===== src/fault_code_pkg.sv =====
// Package with fault codes, sequence states and blink timing for the fault classifier
//
// Operation
// - Line noise, frequency or dropout raises 1-2
// - Flame in standby or purge raises 2-1
// - Flame missing after pilot, lost later: 2-2
// - Flame signal over valid range raises 2-3
// - Lockout interlock on when improper raises 3-2
// - Proving switch in wrong state raises 3-3
// - Purge card missing or changed raises 4-1
// - Output on when it should be off: 4-2
// - Amplifier flame indication disagrees raises 4-3
// - LED shows tens fast, then units slow
// - Pattern repeats until reset button pressed
package fault_code_pkg;

    // ****************************************
    // Sequence states reported by the sequencer
    // ****************************************
    localparam int SEQ_W = 3;
    localparam logic [SEQ_W-1:0] SEQ_STANDBY = 3'h0;
    localparam logic [SEQ_W-1:0] SEQ_PREPURGE = 3'h1;
    localparam logic [SEQ_W-1:0] SEQ_PILOT = 3'h2;
    localparam logic [SEQ_W-1:0] SEQ_MAIN = 3'h3;
    localparam logic [SEQ_W-1:0] SEQ_RUN = 3'h4;
    localparam logic [SEQ_W-1:0] SEQ_POSTPURGE = 3'h5;

    // ****************************************
    // Fault codes, tens digit in high nibble
    // ****************************************
    localparam logic [7:0] CODE_NONE = 8'h00;
    localparam logic [7:0] CODE_AC = 8'h12;
    localparam logic [7:0] CODE_FLAME_UNEXP = 8'h21;
    localparam logic [7:0] CODE_FLAME_ABSENT = 8'h22;
    localparam logic [7:0] CODE_FLAME_OVER = 8'h23;
    localparam logic [7:0] CODE_INTLK_PURGE = 8'h31;
    localparam logic [7:0] CODE_INTLK_IMPROPER = 8'h32;
    localparam logic [7:0] CODE_PROVING = 8'h33;
    localparam logic [7:0] CODE_PURGE_CARD = 8'h41;
    localparam logic [7:0] CODE_OUTPUT_ON = 8'h42;
    localparam logic [7:0] CODE_AMPLIFIER = 8'h43;

    // ****************************************
    // Flame signal limit and blink timing
    // ****************************************
    localparam int FLAME_W = 8;
    localparam logic [FLAME_W-1:0] FLAME_MAX = 8'he6;
    localparam int CLK_HZ = 40000000;
    localparam int FAST_MS = 100;
    localparam int SLOW_MS = 500;
    localparam int GAP_MS = 2000;
    localparam int FAST_CYC = CLK_HZ / 1000 * FAST_MS;
    localparam int SLOW_CYC = CLK_HZ / 1000 * SLOW_MS;
    localparam int GAP_CYC = CLK_HZ / 1000 * GAP_MS;
    localparam int CNT_W = 27;
    localparam int PURGE_W = 4;

endpackage


===== src/sync3.sv =====
// Three-flop input synchroniser with agreement filter
`timescale 1ns/1ps
`default_nettype none
module sync3 #(
    parameter int W = 1
) (
    // Clock, reset, enable
    input wire logic mclk,
    input wire logic srst,
    input wire logic ce,
    // Pin side
    input wire logic [W-1:0] async,
    // Synchronised side
    output logic [W-1:0] syncd
);
    // ****************************************
    // State
    // ****************************************
    typedef struct packed {
        logic [W-1:0] s1;
        logic [W-1:0] s2;
        logic [W-1:0] s3;
        logic [W-1:0] out;
    } sync_t;

    sync_t st_q;
    sync_t st_d;

    // Shift and accept only when stages two and three agree
    always_comb begin
        st_d = st_q;
        st_d.s1 = async;
        st_d.s2 = st_q.s1;
        st_d.s3 = st_q.s2;
        for (int i = 0; i < W; i++) begin
            if (st_q.s2[i] == st_q.s3[i]) begin
                st_d.out[i] = st_q.s3[i];
            end
        end
    end

    // Register stage
    always_ff @(posedge mclk) begin
        if (srst) begin
            st_q <= '0;
        end else if (ce) begin
            st_q <= st_d;
        end
    end

    assign syncd = st_q.out;
endmodule
`default_nettype wire


===== src/fault_classifier.sv =====
// Burner fault detection, code selection, blink display and interrupt
//
// Our own choices: the plain strobed port and the placing of the registers.
`timescale 1ns/1ps
`default_nettype none
module fault_classifier (
    // Clock, reset, enable
    input wire logic mclk,
    input wire logic srst,
    input wire logic ce,
    // Sequencer state, same clock domain
    input wire logic [2:0] seqState,
    input wire logic pilotEnd,
    input wire logic provingActive,
    input wire logic provingExpect,
    input wire logic lockoutAllowed,
    input wire logic pilotReq,
    input wire logic upstreamReq,
    input wire logic ignitionReq,
    input wire logic downstreamReq,
    // Field pins, asynchronous
    input wire logic flameIn,
    input wire logic ampFlame,
    input wire logic runIntlkFault,
    input wire logic lockIntlkIn,
    input wire logic valve_proving_switch,
    input wire logic pilotFb,
    input wire logic upstreamFb,
    input wire logic ignitionFb,
    input wire logic downstreamFb,
    input wire logic lineNoise,
    input wire logic lineFreqBad,
    input wire logic lineDropout,
    input wire logic cardPresent,
    input wire logic [3:0] cardTiming,
    input wire logic resetButton,
    // Flame signal value, same clock domain
    input wire logic [7:0] flameValue,
    // Register port
    input wire logic [3:0] regAddr,
    input wire logic [31:0] regWdata,
    input wire logic regWr,
    input wire logic regRd,
    output logic [31:0] regRdata,
    // Annunciation
    output logic powerLed,
    output logic lockout,
    output logic [7:0] faultCode,
    output logic irq
);
    // ****************************************
    // Register offsets
    // ****************************************
    localparam logic [3:0] REG_CODE = 4'h0;
    localparam logic [3:0] REG_STATUS = 4'h4;
    localparam logic [3:0] REG_MASK = 4'h8;
    localparam logic [3:0] REG_CTRL = 4'hc;
    localparam int NEV = 10;

    // ****************************************
    // Pin synchronisation
    // ****************************************
    localparam int PW = 18;
    logic [PW-1:0] pinRaw;
    logic [PW-1:0] pinS;
    assign pinRaw = {flameIn, ampFlame, runIntlkFault, lockIntlkIn, valve_proving_switch,
                     pilotFb, upstreamFb, ignitionFb, downstreamFb, lineNoise, lineFreqBad,
                     lineDropout, cardPresent, cardTiming, resetButton};

    sync3 #(.W(PW)) pinSync (
        .mclk(mclk),
        .srst(srst),
        .ce(ce),
        .async(pinRaw),
        .syncd(pinS)
    );

    // Named views of synchronised pins
    logic fFlame, fAmp, fRun, fLock, fProve, fbPilot, fbUp, fbIgn, fbDown;
    logic fNoise, fFreq, fDrop, fCard, fReset;
    logic [3:0] fTiming;
    assign {fFlame, fAmp, fRun, fLock, fProve, fbPilot, fbUp, fbIgn, fbDown,
            fNoise, fFreq, fDrop, fCard, fTiming, fReset} = pinS;

    // ****************************************
    // Display states and module state
    // ****************************************
    typedef enum logic [2:0] {
        D_IDLE,
        D_TENS_ON,
        D_TENS_OFF,
        D_UNITS_ON,
        D_UNITS_OFF,
        D_GAP
    } disp_t;

    typedef struct packed {
        logic locked;          // Latched safety shutdown
        logic [7:0] code;      // Selected fault code
        disp_t disp;           // Blink phase
        logic [26:0] timer;    // Phase timer
        logic [3:0] blinks;    // Blinks left in current digit
        logic led;             // LED drive
        logic cardSeen;        // Timing captured
        logic [3:0] cardRef;   // Captured card timing
        logic prevFlame;       // Flame seen last cycle
        logic prevReset;       // Reset button last cycle
        logic [2:0] warm;      // Pins read zero until the sync fills
        logic [NEV-1:0] status;
        logic [NEV-1:0] mask;
        logic detectEn;        // Software enable of detection
        logic [31:0] rdata;
    } state_t;

    state_t st_q;
    state_t st_d;

    // ****************************************
    // Fault detection
    // ****************************************
    logic [NEV-1:0] ev;
    logic inPurge;
    logic flameExpected;
    assign inPurge = (seqState == fault_code_pkg::SEQ_PREPURGE) ||
                     (seqState == fault_code_pkg::SEQ_POSTPURGE);
    assign flameExpected = (seqState == fault_code_pkg::SEQ_MAIN) ||
                           (seqState == fault_code_pkg::SEQ_RUN) ||
                           ((seqState == fault_code_pkg::SEQ_PILOT) && pilotEnd);

    always_comb begin
        ev = '0;
        ev[0] = fNoise | fFreq | fDrop;
        ev[1] = fFlame & ((seqState == fault_code_pkg::SEQ_STANDBY) | inPurge);
        // No flame at pilot end, or a later falling edge
        ev[2] = ((seqState == fault_code_pkg::SEQ_PILOT) & pilotEnd & ~fFlame) |
                (((seqState == fault_code_pkg::SEQ_MAIN) |
                  (seqState == fault_code_pkg::SEQ_RUN)) & st_q.prevFlame & ~fFlame);
        ev[3] = flameValue > fault_code_pkg::FLAME_MAX;
        ev[4] = (seqState == fault_code_pkg::SEQ_PREPURGE) & fRun;
        ev[5] = fLock & ~lockoutAllowed;
        ev[6] = provingActive & (fProve != provingExpect);
        ev[7] = ~fCard | (st_q.cardSeen & (fTiming != st_q.cardRef));
        ev[8] = (fbPilot & ~pilotReq) | (fbUp & ~upstreamReq) |
                (fbIgn & ~ignitionReq) | (fbDown & ~downstreamReq);
        ev[9] = (fAmp != flameExpected) &
                (seqState != fault_code_pkg::SEQ_PILOT | pilotEnd);
    end

    // Priority select; lowest code wins
    function automatic logic [7:0] pick(input logic [NEV-1:0] e);
        logic [7:0] c;
        c = fault_code_pkg::CODE_NONE;
        if (e[0]) c = fault_code_pkg::CODE_AC;
        else if (e[1]) c = fault_code_pkg::CODE_FLAME_UNEXP;
        else if (e[2]) c = fault_code_pkg::CODE_FLAME_ABSENT;
        else if (e[3]) c = fault_code_pkg::CODE_FLAME_OVER;
        else if (e[4]) c = fault_code_pkg::CODE_INTLK_PURGE;
        else if (e[5]) c = fault_code_pkg::CODE_INTLK_IMPROPER;
        else if (e[6]) c = fault_code_pkg::CODE_PROVING;
        else if (e[7]) c = fault_code_pkg::CODE_PURGE_CARD;
        else if (e[8]) c = fault_code_pkg::CODE_OUTPUT_ON;
        else if (e[9]) c = fault_code_pkg::CODE_AMPLIFIER;
        return c;
    endfunction

    // ****************************************
    // Next-state logic
    // ****************************************
    logic [NEV-1:0] evGated;
    logic pressEdge;
    assign evGated = (st_q.detectEn && st_q.warm == 3'h4) ? ev : '0;
    assign pressEdge = fReset & ~st_q.prevReset;

    always_comb begin
        st_d = st_q;
        st_d.prevFlame = fFlame;
        st_d.prevReset = fReset;
        st_d.rdata = '0;
        if (st_q.warm != 3'h4) st_d.warm = st_q.warm + 3'h1;

        // Capture card timing on first sight
        if (!st_q.cardSeen && fCard) begin
            st_d.cardSeen = 1'b1;
            st_d.cardRef = fTiming;
        end

        // Latch first fault; only the button clears it
        if (st_q.locked) begin
            if (pressEdge) begin
                st_d.locked = 1'b0;
                st_d.code = fault_code_pkg::CODE_NONE;
                st_d.disp = D_IDLE;
                st_d.led = 1'b1;
                st_d.cardSeen = 1'b0;
            end
        end else if (evGated != '0) begin
            st_d.locked = 1'b1;
            st_d.code = pick(evGated);
            st_d.disp = D_GAP;
            st_d.timer = '0;
            st_d.led = 1'b0;
        end

        // Blink sequencer, LED steady on while healthy
        if (st_q.locked && !pressEdge) begin
            st_d.timer = st_q.timer + 27'h1;
            case (st_q.disp)
                D_GAP: begin
                    st_d.led = 1'b0;
                    if (st_q.timer >= 27'(fault_code_pkg::GAP_CYC - 1)) begin
                        st_d.disp = D_TENS_ON;
                        st_d.timer = '0;
                        st_d.blinks = st_q.code[7:4];
                        st_d.led = 1'b1;
                    end
                end
                D_TENS_ON: begin
                    if (st_q.timer >= 27'(fault_code_pkg::FAST_CYC - 1)) begin
                        st_d.disp = D_TENS_OFF;
                        st_d.timer = '0;
                        st_d.led = 1'b0;
                        st_d.blinks = st_q.blinks - 4'h1;
                    end
                end
                D_TENS_OFF: begin
                    if (st_q.timer >= 27'(fault_code_pkg::FAST_CYC - 1)) begin
                        st_d.timer = '0;
                        st_d.led = 1'b1;
                        if (st_q.blinks != 4'h0) begin
                            st_d.disp = D_TENS_ON;
                        end else begin
                            st_d.disp = D_UNITS_ON;
                            st_d.blinks = st_q.code[3:0];
                        end
                    end
                end
                D_UNITS_ON: begin
                    if (st_q.timer >= 27'(fault_code_pkg::SLOW_CYC - 1)) begin
                        st_d.disp = D_UNITS_OFF;
                        st_d.timer = '0;
                        st_d.led = 1'b0;
                        st_d.blinks = st_q.blinks - 4'h1;
                    end
                end
                D_UNITS_OFF: begin
                    if (st_q.timer >= 27'(fault_code_pkg::SLOW_CYC - 1)) begin
                        st_d.timer = '0;
                        if (st_q.blinks != 4'h0) begin
                            st_d.disp = D_UNITS_ON;
                            st_d.led = 1'b1;
                        end else begin
                            st_d.disp = D_GAP;
                        end
                    end
                end
                default: begin
                    st_d.disp = D_GAP;
                    st_d.timer = '0;
                end
            endcase
        end

        // Register writes; status clears by writing one, set wins
        if (regWr) begin
            case (regAddr)
                REG_MASK: st_d.mask = regWdata[NEV-1:0];
                REG_CTRL: st_d.detectEn = regWdata[0];
                REG_STATUS: st_d.status = st_q.status & ~regWdata[NEV-1:0];
                default: ;
            endcase
        end
        st_d.status = st_d.status | evGated;

        // Register reads, answered next cycle; unmapped reads zero
        if (regRd) begin
            case (regAddr)
                REG_CODE: st_d.rdata = {23'h0, st_q.locked, st_q.code};
                REG_STATUS: st_d.rdata = {22'h0, st_q.status};
                REG_MASK: st_d.rdata = {22'h0, st_q.mask};
                REG_CTRL: st_d.rdata = {31'h0, st_q.detectEn};
                default: st_d.rdata = '0;
            endcase
        end
    end

    // ****************************************
    // State register
    // ****************************************
    always_ff @(posedge mclk) begin
        if (srst) begin
            st_q <= '0;
            st_q.disp <= D_IDLE;
            st_q.led <= 1'b1;
            st_q.detectEn <= 1'b1;
        end else if (ce) begin
            st_q <= st_d;
        end
    end

    // ****************************************
    // Outputs
    // ****************************************
    assign regRdata = st_q.rdata;
    assign powerLed = st_q.led;
    assign lockout = st_q.locked;
    assign faultCode = st_q.code;
    assign irq = |(st_q.status & ~st_q.mask);
endmodule
`default_nettype wire


===== config.mk =====
export PLATFORM = sky130hd
export DESIGN_NAME = fault_classifier
export DESIGN_NICKNAME = d
export VERILOG_FILES = /design/src/fault_code_pkg.sv /design/src/sync3.sv /design/src/fault_classifier.sv
export SDC_FILE = /design/constraint.sdc
export NUM_CORES = 1
export LEC_CHECK = 0
export BUFFER_PORTS_ARGS = -buffer_cell sky130_fd_sc_hd__buf_4
export CORE_ASPECT_RATIO = 1.1
export CORE_UTILIZATION = 50
export CTS_BUF_LIST = sky130_fd_sc_hd__clkbuf_8
export DETAILED_ROUTE_END_ITERATION = 8
export PLACE_DENSITY = 0.72
export SETUP_SLACK_MARGIN = 0.4
export SLEW_MARGIN = 20
export SYNTH_ARGS = -nofsm -noshare
export SYNTH_HDL_FRONTEND = slang
export SYNTH_SLANG_ARGS = --single-unit

===== constraint.sdc =====
create_clock -name mclk -period 3.25 [get_ports mclk]
set_input_delay 0.325 -clock mclk [delete_from_list [all_inputs] [get_ports mclk]]
set_output_delay 0.325 -clock mclk [all_outputs]
set_load 0.01 [all_outputs]

# After elaboration in Yosys (flattened, before gate mapping)
# Cells that the tools add are included.
op_classes:
  bitwise: 38
  n_reduce_logical: 42
  order_cmp: 4
  eq_ne: 44
  add_sub_neg: 3
  mux: 40
ops:
  columns: ["cell", "n"]
  rows:
  - ["2-to-1 mux 35 bit", 5]
  - ["case mux 30 bit (5 select lines)", 1]
  - ["2-to-1 mux 8 bit", 9]
  - ["2-to-1 mux 10 bit", 4]
  - ["case mux 10 bit (4 select lines)", 1]
  - ["AND reduction 2 bit", 20]
  - ["2-to-1 mux 39 bit", 1]
  - ["2-to-1 mux 30 bit", 1]
  - ["adder 27 x 1 -> 27 bit, second input constant", 1]
  - ["greater-or-equal comparator 27 x 22 -> 1 bit, second input constant", 1]
  - ["greater-or-equal comparator 27 x 25 -> 1 bit, second input constant", 1]
  - ["greater-or-equal comparator 27 bit, second input constant", 1]
  - ["2-to-1 mux 27 bit", 1]
  - ["2-to-1 mux 12 bit", 2]
  - ["2-to-1 mux 21 bit", 1]
  - ["bitwise AND 10 bit", 2]
  - ["inverter 10 bit", 2]
  - ["equality test 1 bit", 18]
  - ["case mux 4 bit (4 select lines)", 1]
  - ["bitwise AND 1 bit", 15]
  - ["equality test 3 bit, second input constant", 5]
  - ["equality test 3 x 2 -> 1 bit, second input constant", 4]
  - ["AND reduction 3 bit", 4]
  - ["inequality test 2 bit, second input constant", 5]
  - ["31 further kinds", 65]
totals:
  in_bits: 78
  wordCells: 207
  output_inout_bits: 43
  register_bits: 179

# Longest topological paths before layout
logic_depth:
  ltp_word: 21
  mapped_depth: 11
  mapped_depth_nobuf: 8

# Cells and area by module
# A second synthesis with hierarchy kept.
hier_totals:
  hier_cells: 1014
  hier_area_um2: 8505.7
by_module_without_submodules:
  columns: ["mod", "instances", "seq_area_each_um2", "area_per_inst_um2", "cells_per_inst"]
  rows:
  - ["fault_classifier", 1, 1641.6, 5358.9, 706]
  - ["sync3", 1, 1441.4, 3146.8, 308]

# Worst setup path after synthesis
# Ideal clock, no wire load.
synth_timing:
  path_kind: "register -> register"
  start: "register st_q[53] in the netlist's numbering"
  end: "register st_q[91] in the netlist's numbering"
  slack_ns: 0.780
  arrival_time_ns: 2.404
  path_stages_with_launch: 11
  required_ns: 3.184
  period_less_slack_ns: 2.470
  setup_ns: 0.066
  n_path_buf: 2
  path_cell_list: "dfxtp_1 inv_1 ha_1 and3_1 clkbuf_1 and2_4 nor2_2 a311o_4 buf_6 or4_4 a21oi_2"
synth_between:
  elab_chain_cells: 6
synth_rtl:
  columns: ["item", "line_no", "text"]
  rows:
  - ["start, declared", "fault_classifier.sv:115", "state_t st_q;"]
  - ["start signal, assigned", "fault_classifier.sv:296", "st_q <= st_d;"]
  - ["equality test 3 bit", "fault_classifier.sv:171", "assign evGated = (st_q.detectEn && st_q.warm == 3'h4) ? ev : '0;"]
  - ["logical AND 1 bit", "fault_classifier.sv:171", null]
  - ["2-to-1 mux 10 bit", "fault_classifier.sv:171", null]
  - ["nonzero test 10 bit", "fault_classifier.sv:196", "end else if (evGated != '0) begin"]
  - ["nonzero test 2 bit (no line)", null, null]
  - ["AND reduction 3 bit (no line)", null, null]
# No other way between the ends.
# A chain may end at the register's enable or synchronous reset.

# Worst setup path after layout
layout_timing:
  start: "register st_q[53] in the netlist's numbering"
  end: "register st_q[82] in the netlist's numbering"
# The elaborated chain is that of the path after synthesis.

==> flow_results.org <==
** Logic synthesis
- For this run, the number of Yosys warnings is 0.
- Top area cells in the synthesized netlist :: sky130_fd_sc_hd__dfxtp_1, sky130_fd_sc_hd__mux2i_1, sky130_fd_sc_hd__nor2_1, sky130_fd_sc_hd__a21oi_1, sky130_fd_sc_hd__buf_4
- The average instance in the mapped netlist occupies 8.36 um2.
- Sequential fraction of the synthesis area :: 39.6%
- Top cell types by occurrence after synthesis :: sky130_fd_sc_hd__dfxtp_1, sky130_fd_sc_hd__nor2_1, sky130_fd_sc_hd__a21oi_1, sky130_fd_sc_hd__mux2i_1, sky130_fd_sc_hd__nand2_1
- Synthesis produced 930 cells.
- Synthesized area :: 7780 um2
- The synthesized design contains 154 register bits.
- Cell with the most instances after synthesis :: sky130_fd_sc_hd__dfxtp_1
- The most used flip-flop cell after synthesis is sky130_fd_sc_hd__dfxtp_1.
- Post-synth top area share :: 39.6%
- The number of different library cells used by synthesis comes to 85.
- sky130_fd_sc_hd__dfxtp_1 takes more of the synthesized area than any other cell.
- Fraction of synthesis flops using an asynchronous set or reset pin :: 0%
- The synthesized design contains 0 enable-type register cells.

** Setup path
- Worst Reg2Reg Path Length in Cells :: 9
- Critical path startpoint category :: flop
- Worst-path cell chain :: inv_1 > ha_1 > and3_2 > and2_4 > nor2_2 > a311o_4 > buf_4 > or4_1 > a21oi_1
- The worst setup path is of the flop to flop kind.
- Peak fanout along the critical path :: 20
- Worst Path Required :: 3.65 ns
- Data on the critical path arrives at its endpoint at 3.05 ns.
- In this design, the stage delay of the slowest critical-path cell is 0.52 ns.
- The worst setup path is captured at a flop.
- The slowest stage of the critical path belongs to the cell sky130_fd_sc_hd__a311o_4.

** Pwr
- Max IR drop VDD :: 312 uV
- Pwr/cell area :: 426 nW/um2
- The analysis attributes to cell leakage a power of 0.00347 uW.

** Route
- The first routing iteration left 520 violations.
- For this block, the routed nets add up to 17,600 um of wire.
- Once detail routing completed, the nets flagged for antenna violations numbered 0.
- Via count :: 6,711
- After detailed routing, the number of remaining DRC violations is 0.
- Number of detailed-route iterations in the first pass :: 5
- Detail-routed net length per standard cell :: 14.9 um
- Number of vias per cell :: 5.69

** Placement
- Detailed placement HPWL :: 12,200 um
- Placer congestion estimate :: 0.899
- At the placement stage, the worst setup path has a slack of 0.366 ns.
- Input and output buffers added on the ports amount to 73.

** Global routing
- Global routing used 22.6% of the available tracks.
- For this run the aggregate overflow at the end of global routing stands at 0.
- The number of antenna violations at the first check in global routing is 0.
- First-pass GRT wire length :: 29,100 um
- Number of global-route vias before repair :: 6,106
- Maximum number of pins on one net before global-route repair :: 74

** Timing
- Setup repair after global routing missed its margin :: no
- Setup WS post-layout :: 0.606 ns
- The number of max-slew violations in the final report came to 0.
- Headroom to the max-slew limit came out at 40.1%.
- Final hold violation count :: 0
- Setup violations, final :: 0
- Final worst clock skew :: 0.0120 ns
- Post-route minimum period :: 2.64 ns
- Final-layout setup total negative slack :: 0 ns
- Final period utilization :: 81.3%
- Derived from the worst setup path, the maximum achievable clock frequency is 0.378 GHz.
- For the pin with the worst max-slew slack, the measured transition is 0.898 ns.

** Clock network
- In this run the clock root is driven by a sky130_fd_sc_hd__clkbuf_8.
- In this run the deepest clock path goes through 2 buffers.
- After clock tree synthesis, the clock-pin slew on the worst setup and hold paths is 0.09 ns.
- For the worst-skew pair, the clock arrives at the later sink with an insertion delay of 0.47 ns.
- Htree depth :: 4
- Number of CTS-inserted buffers :: 17
- Clock tree from TritonCTS :: yes
- The clock net in this run drives a total of 154 sinks.
- Quantity of hold-fixing buffers added after cts :: 0

** Floorplanning
- The initialized floorplan defines 47 standard-cell rows.
- 121 I/O pins were placed.
- From bottom edge to top edge, the die measures 133 um.
- Initial core utilization :: 51.5%
- Die area :: 16,100 um2
- Area inside the core boundary :: 15,100 um2
- DIE WIDTH :: 121 um

** Min path
- Hold depth :: 3
- The tightest min-delay check is of the primary input to flop type.

** Finish
- Cells fill 57.5% of the core in the end.
- Final nets :: 1,053
- In the final layout, the share of cells above drive strength 1 is 14.4%.
- Syn-to-layout area delta :: 11.8%
- Antenna fix cells :: 0

** Run
- MaxCap Viol Count :: 0

** Status
- Outcome :: complete, no violations
flip-flops by register name (all words and copies together) (netlist names):
register       count
powerLed           1
pinSync.st_d      36
pinSync.syncd     18
regRdata          10
lockout            1
pinSync.st_q      18
faultCode          5
st_q              65
timing repair:
item,CTS,global route
gates resized for setup,0,3
setup buffers,2,0
pin swaps,1,0
cloned,0,0
endpoints found under the setup margin,15,14
logic make-up (layout without fill, tap and decap cells):
kind of cell,count (synthesis),in the layout,synth area share (%)
buffers and inverters,123,152,8.17
and+or+nand+nor,319,319,20.3
DFF,154,154,39.6
other,1,25,0.0482
xor gates and xnor gates,9,9,1.01
AOI/OAI and AO/OA,253,253,21.3
adders and majority gates,5,5,0.804
muxes,66,66,8.65
power breakdown:
part / total [uW] / internal [uW] / switching, uW
registers: 1930 / 1920 / 19.9
clock network: 1520 / 716 / 800
logic: 254 / 107 / 147
total: 3710 / 2740 / 968
routing by layer:
metal	global-route usage, %	part of all wire, %	up-vias
met5	0	0	-
met4	9.33	2.2	0
met3	5.00	5.2	33
met2	35.2	47	171
met1	30.1	46	3137
li1	-	-	3370
through the flow:
| step | hold WS (ns) | cells | cell area, um2 | power, uW |
|---|---|---|---|---|
| 6_report | 0.0901 | 1179 | 8700 | 3710 |
| 5_1_grt | 0.0597 | 1179 | 8700 | 3870 |
| 4_1_cts | 0.0679 | 1179 | 8680 | 3740 |
| 3_3_place_gp | 0.461 | 1145 | 8250 | 2230 |
| 2_1_floorplan | 0.444 | 954 | 7870 | 2160 |
| 3_5_place_dp | 0.467 | 1145 | 8250 | 2230 |
final cells by class:
class,instances,area [um2]
clock buffer,17,234
clock inverter,15,180
fill,1374,6420
inverter,30,113
multi-input combinational,677,4170
sequential,154,3080
tap,196,245
timing repair buffer,90,676
layout by cell type, fill, tap and decap left out, types with 4 or more instances in the layout:
cell type	synthesis	layout
sky130_fd_sc_hd__o211ai_1	6	6
sky130_fd_sc_hd__nor2_1	122	122
sky130_fd_sc_hd__o32ai_1	5	5
sky130_fd_sc_hd__o31ai_1	10	10
sky130_fd_sc_hd__buf_4	43	90
sky130_fd_sc_hd__xor2_1	7	7
sky130_fd_sc_hd__nor4_1	7	6
sky130_fd_sc_hd__or4_1	8	8
sky130_fd_sc_hd__mux2i_1	65	65
sky130_fd_sc_hd__a21o_1	6	6
sky130_fd_sc_hd__and3_1	7	6
sky130_fd_sc_hd__a22oi_1	12	12
sky130_fd_sc_hd__or3_1	9	9
sky130_fd_sc_hd__dfxtp_1	154	154
sky130_fd_sc_hd__a22o_1	4	4
sky130_fd_sc_hd__clkbuf_8	0	17
sky130_fd_sc_hd__and2_1	23	23
sky130_fd_sc_hd__conb_1	1	25
sky130_fd_sc_hd__nand4_1	11	11
sky130_fd_sc_hd__nand3_1	22	22
sky130_fd_sc_hd__inv_6	0	5
sky130_fd_sc_hd__nor4b_1	4	4
sky130_fd_sc_hd__a31oi_1	12	12
sky130_fd_sc_hd__nor3_1	12	12
sky130_fd_sc_hd__nand2b_1	9	9
sky130_fd_sc_hd__inv_8	0	4
sky130_fd_sc_hd__a211oi_1	9	9
sky130_fd_sc_hd__inv_1	28	28
sky130_fd_sc_hd__o21ai_0	54	54
sky130_fd_sc_hd__o22ai_1	4	4
sky130_fd_sc_hd__nor2b_1	8	8
sky130_fd_sc_hd__nand3b_1	4	4
sky130_fd_sc_hd__ha_1	5	5
sky130_fd_sc_hd__a21oi_1	85	85
sky130_fd_sc_hd__nand2_1	56	56
critical path, delay by kind of cell, from the launching register on:
kind	cells	cell delay (ns)
simple gates	4	1.08
compound gates	2	0.66
flops	1	0.35
buf+inv	2	0.29
fa+ha+maj	1	0.19
final timing paths:
check	startpoint	endpoint	slack (ns)
worst max register to register	st_q[53]	st_q[82]	0.61
worst min register to register	pinSync.st_d[35]	pinSync.syncd[17]	0.48
worst max-delay path	st_q[53]	st_q[82]	0.61
worst min-delay path	lineDropout	pinSync.st_d[42]	0.09
(Power assumes the default switching activity.)
